`config.mk`:
```
export PLATFORM = sky130hd
export DESIGN_NAME = pixel_decompression_decoder
export DESIGN_NICKNAME = d
export VERILOG_FILES = /design/src/logic/pixel_decomp_pkg.sv /design/src/logic/pixel_decompression_decoder.sv /design/src/logic/pixel_diff_apply.sv
export VERILOG_INCLUDE_DIRS = /design/src /design/src/logic
export SDC_FILE = /design/constraint.sdc
export NUM_CORES = 1
export LEC_CHECK = 0
export ABC_AREA = 1
export BUFFER_PORTS_ARGS = -buffer_cell sky130_fd_sc_hd__buf_2
export CAP_MARGIN = 20
export CORE_ASPECT_RATIO = 0.8
export CORE_MARGIN = 2
export CORE_UTILIZATION = 35
export DETAILED_ROUTE_END_ITERATION = 6
export PLACE_DENSITY_LB_ADDON = 0.12
export SLEW_MARGIN = 10
export SYNTH_ARGS = -nofsm -noshare
export SYNTH_HDL_FRONTEND = slang
export SYNTH_SLANG_ARGS = --single-unit
```
`constraint.sdc`:
```
create_clock -name i_clock -period 9.3 [get_ports i_clock]
set_input_delay 0.93 -clock i_clock [delete_from_list [all_inputs] [get_ports i_clock]]
set_output_delay 0.93 -clock i_clock [all_outputs]
set_load 0.05 [all_outputs]
```
`src/logic/pixel_decomp_params.svh`:
```
// Operation
// - 7-bit code 011sxxx: magnitude 16*field+92+7, sign bit 3.
// - 7-bit code 0011sxx: magnitude 32*field+220+15, sign bit 2.
// - all differential classes except 7-bit classes one and two and 6-bit class one saturate to 0..4095.
// - 7-bit PCM: base 64*low6; plus 31 if base > predicted, else 32.
// - 6-bit unpredicted pixel decodes to 64*code+32.
// - 6-bit mask 0x3C: 00,04,08,0C pick classes 1,3,5,7; no class 2.
// - 6-bit mask 0x38: 10,18 pick classes 4,6; else PCM; ordered tests.
// - 6-bit class one: sign bit 1, magnitude bit 0, no saturation.
// - 6-bit class three: sign bit 1, magnitude 4*bit0+2+1.
// - 6-bit class four: sign bit 2, magnitude 8*low2+10+3.
// - 6-bit class five: sign bit 1, magnitude 16*bit0+42+7.
// - 6-bit class six: sign bit 2, magnitude 32*low2+74+15.
// - 6-bit class seven: sign bit 1, magnitude 64*bit0+202+31.
// - 6-bit PCM: base 128*low5; plus 63 if base > predicted, else 64.
// - sign set subtracts magnitude from prediction, clear adds it.
// - 7-bit classes chosen in order by masks 0x78/0x70, else PCM.
`ifndef PIXEL_DECOMP_PARAMS_SVH
`define PIXEL_DECOMP_PARAMS_SVH

`define PIX_MAX        12'hFFF
`define UNPRED7_MUL    4'h5
`define UNPRED7_OFS    12'h010
`define UNPRED6_MUL    4'h6
`define UNPRED6_OFS    12'h020
`define PCM7_MASK      7'h3F
`define PCM7_SHIFT     4'h6
`define PCM7_OFS_GT    12'h01F
`define PCM7_OFS_LE    12'h020
`define PCM6_MASK      7'h1F
`define PCM6_SHIFT     4'h7
`define PCM6_OFS_GT    12'h03F
`define PCM6_OFS_LE    12'h040
`define MASK_78        7'h78
`define MASK_70        7'h70
`define MASK_3C        7'h3C
`define MASK_38        7'h38
`define CODE_00        7'h00
`define CODE_04        7'h04
`define CODE_08        7'h08
`define CODE_0C        7'h0C
`define CODE_10        7'h10
`define CODE_18        7'h18
`define CODE_20        7'h20
`define CODE_30        7'h30
`define D7_1_ADD       12'h000
`define D7_2_ADD       12'h004
`define D7_3_ADD       12'h00D
`define D7_4_ADD       12'h01F
`define D7_5_ADD       12'h063
`define D7_6_ADD       12'h0EB
`define D6_3_ADD       12'h003
`define D6_4_ADD       12'h00D
`define D6_5_ADD       12'h031
`define D6_6_ADD       12'h059
`define D6_7_ADD       12'h0E9

`endif

```
`src/logic/pixel_decomp_pkg.sv`:
```
package pixel_decomp_pkg;
  typedef enum logic [7:0] {
    CLS_NONE  = 8'h01,
    CLS_DIFF  = 8'h02,
    CLS_PCM   = 8'h04,
    CLS_PLAIN = 8'h08
  } class_kind_e;

  typedef struct packed {
    logic        valid;
    logic [11:0] pixel;
  } decode_state_s;
endpackage

```
`src/logic/pixel_decompression_decoder.sv`:
```
`timescale 1ns/1ps
`include "pixel_decomp_params.svh"
module pixel_decompression_decoder
  import pixel_decomp_pkg::*;
(
  input  wire logic        i_clock,
  input  wire logic        i_srst,
  input  wire logic        i_valid,
  input  wire logic        i_scheme7,
  input  wire logic        i_predicted,
  input  wire logic [6:0]  i_code,
  input  wire logic [11:0] i_pred,
  output logic             o_valid,
  output logic      [11:0] o_pixel
);
  decode_state_s state_reg;
  decode_state_s state_next;
  class_kind_e   kind;
  logic [11:0]   mag;
  logic          sign;
  logic          sat;
  logic [11:0]   diff_pixel;
  logic [11:0]   base;
  logic [11:0]   plain;
  logic [6:0]    c;

  // ==========================================================
  // class selection and magnitude
  always_comb begin
    c     = i_code;
    kind  = CLS_PCM;
    mag   = 12'h000;
    sign  = 1'b0;
    sat   = 1'b1;
    base  = 12'h000;
    plain = 12'h000;
    if (i_scheme7) begin
      plain = 12'(c) << `UNPRED7_MUL;
      plain = plain + `UNPRED7_OFS;
      base  = 12'(c & `PCM7_MASK) << `PCM7_SHIFT;
      if ((c & `MASK_78) == `CODE_00) begin
        kind = CLS_DIFF;
        sign = c[2];
        mag  = 12'(c[1:0]) + `D7_1_ADD;
        sat  = 1'b0;
      end else if ((c & `MASK_78) == `CODE_08) begin
        kind = CLS_DIFF;
        sign = c[2];
        mag  = (12'(c[1:0]) << 1) + `D7_2_ADD;
        sat  = 1'b0;
      end else if ((c & `MASK_78) == `CODE_10) begin
        kind = CLS_DIFF;
        sign = c[2];
        mag  = (12'(c[1:0]) << 2) + `D7_3_ADD;
      end else if ((c & `MASK_70) == `CODE_20) begin
        kind = CLS_DIFF;
        sign = c[3];
        mag  = (12'(c[2:0]) << 3) + `D7_4_ADD;
      end else if ((c & `MASK_70) == `CODE_30) begin
        kind = CLS_DIFF;
        sign = c[3];
        mag  = (12'(c[2:0]) << 4) + `D7_5_ADD;
      end else if ((c & `MASK_78) == `CODE_18) begin
        kind = CLS_DIFF;
        sign = c[2];
        mag  = (12'(c[1:0]) << 5) + `D7_6_ADD;
      end
    end else begin
      plain = 12'(c[5:0]) << `UNPRED6_MUL;
      plain = plain + `UNPRED6_OFS;
      base  = 12'(c & `PCM6_MASK) << `PCM6_SHIFT;
      if ((c & `MASK_3C) == `CODE_00) begin
        kind = CLS_DIFF;
        sign = c[1];
        mag  = 12'(c[0]);
        sat  = 1'b0;
      end else if ((c & `MASK_3C) == `CODE_04) begin
        kind = CLS_DIFF;
        sign = c[1];
        mag  = (12'(c[0]) << 2) + `D6_3_ADD;
      end else if ((c & `MASK_38) == `CODE_10) begin
        kind = CLS_DIFF;
        sign = c[2];
        mag  = (12'(c[1:0]) << 3) + `D6_4_ADD;
      end else if ((c & `MASK_3C) == `CODE_08) begin
        kind = CLS_DIFF;
        sign = c[1];
        mag  = (12'(c[0]) << 4) + `D6_5_ADD;
      end else if ((c & `MASK_38) == `CODE_18) begin
        kind = CLS_DIFF;
        sign = c[2];
        mag  = (12'(c[1:0]) << 5) + `D6_6_ADD;
      end else if ((c & `MASK_3C) == `CODE_0C) begin
        kind = CLS_DIFF;
        sign = c[1];
        mag  = (12'(c[0]) << 6) + `D6_7_ADD;
      end
    end
    if (!i_predicted) begin
      kind = CLS_PLAIN;
    end
  end

  pixel_diff_apply u_apply (
    .i_pred     (i_pred),
    .i_mag      (mag),
    .i_sign     (sign),
    .i_saturate (sat),
    .o_pixel    (diff_pixel)
  );

  // ==========================================================
  // output select
  always_comb begin
    state_next       = state_reg;
    state_next.valid = i_valid;
    if (i_valid) begin
      case (kind)
        CLS_DIFF:  state_next.pixel = diff_pixel;
        CLS_PLAIN: state_next.pixel = plain;
        CLS_PCM: begin
          if (i_scheme7) begin
            state_next.pixel = base + ((base > i_pred) ?
                               `PCM7_OFS_GT : `PCM7_OFS_LE);
          end else begin
            state_next.pixel = base + ((base > i_pred) ?
                               `PCM6_OFS_GT : `PCM6_OFS_LE);
          end
        end
        default:   state_next.pixel = state_reg.pixel;
      endcase
    end
  end

  always_ff @(posedge i_clock) begin
    if (i_srst) begin
      state_reg <= '0;
    end else begin
      state_reg <= state_next;
    end
  end

  assign o_valid = state_reg.valid;
  assign o_pixel = state_reg.pixel;
endmodule // pixel_decompression_decoder

```
`src/logic/pixel_diff_apply.sv`:
```
`timescale 1ns/1ps
`include "pixel_decomp_params.svh"
module pixel_diff_apply
  import pixel_decomp_pkg::*;
(
  input  wire logic [11:0] i_pred,
  input  wire logic [11:0] i_mag,
  input  wire logic        i_sign,
  input  wire logic        i_saturate,
  output logic      [11:0] o_pixel
);
  logic signed [13:0] wide;

  // ==========================================================
  // signed apply with clamp
  always_comb begin
    if (i_sign) begin
      wide = $signed({2'b00, i_pred}) - $signed({2'b00, i_mag});
    end else begin
      wide = $signed({2'b00, i_pred}) + $signed({2'b00, i_mag});
    end
    if (i_saturate && wide < 0) begin
      o_pixel = 12'h000;
    end else if (i_saturate && wide > $signed({2'b00, `PIX_MAX})) begin
      o_pixel = `PIX_MAX;
    end else begin
      o_pixel = wide[11:0];
    end
  end
endmodule // pixel_diff_apply

```
==> out/metrics.yaml <==
status: "finished, final reports clean"
ir_drop_mv: 0.05430
grt_max_degree: 23
highest_layer: "met4"
dr_wl_met3_um: 476
chipHeight_um: 84.40
synthFlopType: "dfxtp_1"
final_antenna_net_count: 0
synth_cells: 532
critPathMaxFanout: 12
avgSynthCellArea_um2: 5.315
syn_nets: 590
pin_count: 37
antennaDiodeCount: 0
viasPerCell: 5.030
slowest_delay_ns: 0.55
min-delay-start: "o_pixel[5]$_SDFFE_PP0P_"
hpwlAfterDp_um: 7641
clkTransAtPathRegs_ns: 0.06
area_growth_pct: 10.58
cts_hold_buf: 0
maxSlewViolCount: 0
vias: 3355
cts.path.max_buffers: 2
dpl.cell_count: 663
crit_family: "simple AND/OR/NAND/NOR gates"
finalPower_uw: 305.8
final_hold_viol_count: 0
firstDrtPassIters: 7
yosysMostFrequentCell: "nand2_1"
worst-path-buf-inv: 4
portBuffers: 36
async_flop_share: 0
cts_setup_buffers: 0
r2r_end: "o_pixel[11]$_SDFFE_PP0P_"
grt_use_total: 0.2090
cts.sinks: 13
wl_met1_um: 4382
yosysSeqAreaShare: 0.09204
syn-cell-area_um2: 2828
grt_overflow_total: 0
layout-drive-gt1-share: 0.09302
finClkSkew_ns: 0
cts_buffers: 3
dieArea_um2: 8819
drc: 0
rsz0062_at_grt: "false"
fin_crit_sh: 0.4671
r2r_setup_slack_ns: 8.64
start_kind: "input port"
wl_um: 9017
hold_end: "o_pixel[5]$_SDFFE_PP0P_"
synth_edf_count: 0
finalSetupTns_ns: 0
p_per_area_nw_per_um2: 97.79
crit_path_end_kind: "flip-flop"
synthTopCellsByArea: "nand2_1 23%, ha_1 14%, inv_1 12%"
ys_ff_latch: 13
tightest_slew_ns: 0.6987
met2WireLength_um: 4081
path_class: "in -> reg"
max_freq_ghz: 0.2302
leakage_uw: 0.001822
post_cts_resized: 0
register_area_um2: 260.3
cp_data_required_time_ns: 9.48
crit_path_top_delay_cell: "a2111oi_0"
cts_tree: "yes"
antenna_found_initial: 0
n_fill_cell: 935
h-tree-depth: 1
drt_iter0_markers: 291
grt_pass1_wl_um: 15240
cp.arrival_ns: 4.52
synth_largest_area_cell: "nand2_1"
gp_congestion: 0.9364
synth_top_area_frac: 0.2323
avgRoutedWirePerCell_um: 13.52
holdPathStages: 2
grt_pass1_vias: 3134
rows: 29
multi_input_area_um2: 2150
rr_startpoint: "o_pixel[11]$_SDFFE_PP0P_"
cpMostUsedCell: "nor2_1"
finalSetupViolCount: 0
core_um2: 7874
root_buffer: "clkbuf_8"
num-nets-final: 618
path_cells: "buf_2 -> clkinv_1 -> ha_1 -> xor2_1 -> a2111oi_0 -> a21oi_1 -> inv_1 -> ha_1 -> nor2_1 -> inv_1 -> nor2_1 -> nand3_1 -> nand3_1 -> nor2_1 -> nor2_1 -> nand2_1 -> a21oi_1"
maxCapViolations: 0
synth_cell_type_count: 33
instances_no_fill: 667
clk-insertion-delay-late_ns: 0.24
rr_worst_depth: 2
min_path_type: "reg -> reg"
die_x_um: 104.5
relSlewSlack: 0.5325
start_util: 0.3591
min_period_ns: 4.344
ys_warn_count: 0
yosys-top-cells-count: "175 x nand2_1, 88 x inv_1, 46 x nor2_1"
through the flow:
stage          cell area, um2  utilization  setup slack [ns]  hold slack [ns]
6_report                 3127       0.3971             4.956           0.5247
5_1_grt                  3127       0.3971             4.489           0.5818
4_1_cts                  3127       0.3971             4.982           0.5285
3_5_place_dp             3082       0.3914             4.730           0.5121
3_3_place_gp             3082       0.3914             4.796           0.5106
2_1_floorplan            2828            -             5.629           0.7535
kinds of logic (layout without fill, tap and decap cells):
kind of cell               after synthesis  count (layout)  share of synthesized area
buffers and inverters                  108             135                     0.1478
xor gates and xnor gates                 9               9                    0.02788
adders and majority gates               34              34                     0.1558
AOI/OAI and AO/OA                       85              85                     0.1673
and+or+nand+nor                        283             283                     0.4093
DFF                                     13              13                    0.09204
sequential cells by signal, indices dropped and copies added (netlist names):
name	flops
o_valid	1
o_pixel	12
final cells by class:
class,instances,share of cell area
clock buffers,4,0.01441
repair buffers,36,0.05762
well taps,108,0.04322
inverters,95,0.1140
flip-flops and latches,13,0.08323
multi-input cells,411,0.6875
worst max-delay path by stage:
| stage | start | to | slack (ns) | cells past startpoint |
|---|---|---|---|---|
| floorplan | i_code[0] | o_pixel[5]$_SDFFE_PP0P_ | 5.63 | 19 |
| global placement | i_code[0] | o_pixel[8]$_SDFFE_PP0P_ | 4.80 | 17 |
| detailed placement | i_code[0] | o_pixel[8]$_SDFFE_PP0P_ | 4.73 | 17 |
| CTS | i_code[0] | o_pixel[8]$_SDFFE_PP0P_ | 4.98 | 17 |
| global route | i_code[0] | o_pixel[8]$_SDFFE_PP0P_ | 4.49 | 17 |
| finish | i_code[0] | o_pixel[8]$_SDFFE_PP0P_ | 4.96 | 17 |
tightest hold or removal path, stage by stage, from the launching register on:
cell     delay (ns)
dfxtp_1        0.32
o21ai_0        0.08
nor2_1         0.09
report_power, final:
| group | total [uW] | internal (uW) | switching (uW) |
|---|---|---|---|
| Clock | 51.4 | 30.3 | 21.1 |
| Sequential | 62.1 | 60.2 | 1.82 |
| Combinational | 192 | 58.9 | 133 |
| Total | 306 | 149 | 156 |
per-layer routing:
layer | global-route usage | up-vias
met5 | 0 | -
met4 | 0.02948 | 0
met3 | 0.02329 | 10
met2 | 0.3565 | 118
met1 | 0.2904 | 1488
li1 | - | 1739
placed cells by master, fill, tap and decap left out, types with 2 or more instances in the layout:
| cell | count |
|---|---|
| nand2_2 | 2 |
| ha_1 | 32 |
| nand3_1 | 44 |
| nand2_1 | 175 |
| a21oi_1 | 28 |
| nor2_1 | 46 |
| o21ai_0 | 35 |
| o221ai_1 | 2 |
| nand4_1 | 3 |
| o211ai_1 | 5 |
| nor3_1 | 7 |
| buf_2 | 36 |
| xor2_1 | 9 |
| o22ai_1 | 2 |
| clkbuf_8 | 3 |
| dfxtp_1 | 13 |
| a21oi_2 | 2 |
| o21ai_1 | 5 |
| inv_1 | 88 |
| nor2_2 | 2 |
| fa_1 | 2 |
| inv_2 | 6 |
| nor4_1 | 2 |
No activity file was read; power rests on OpenSTA's default activity.
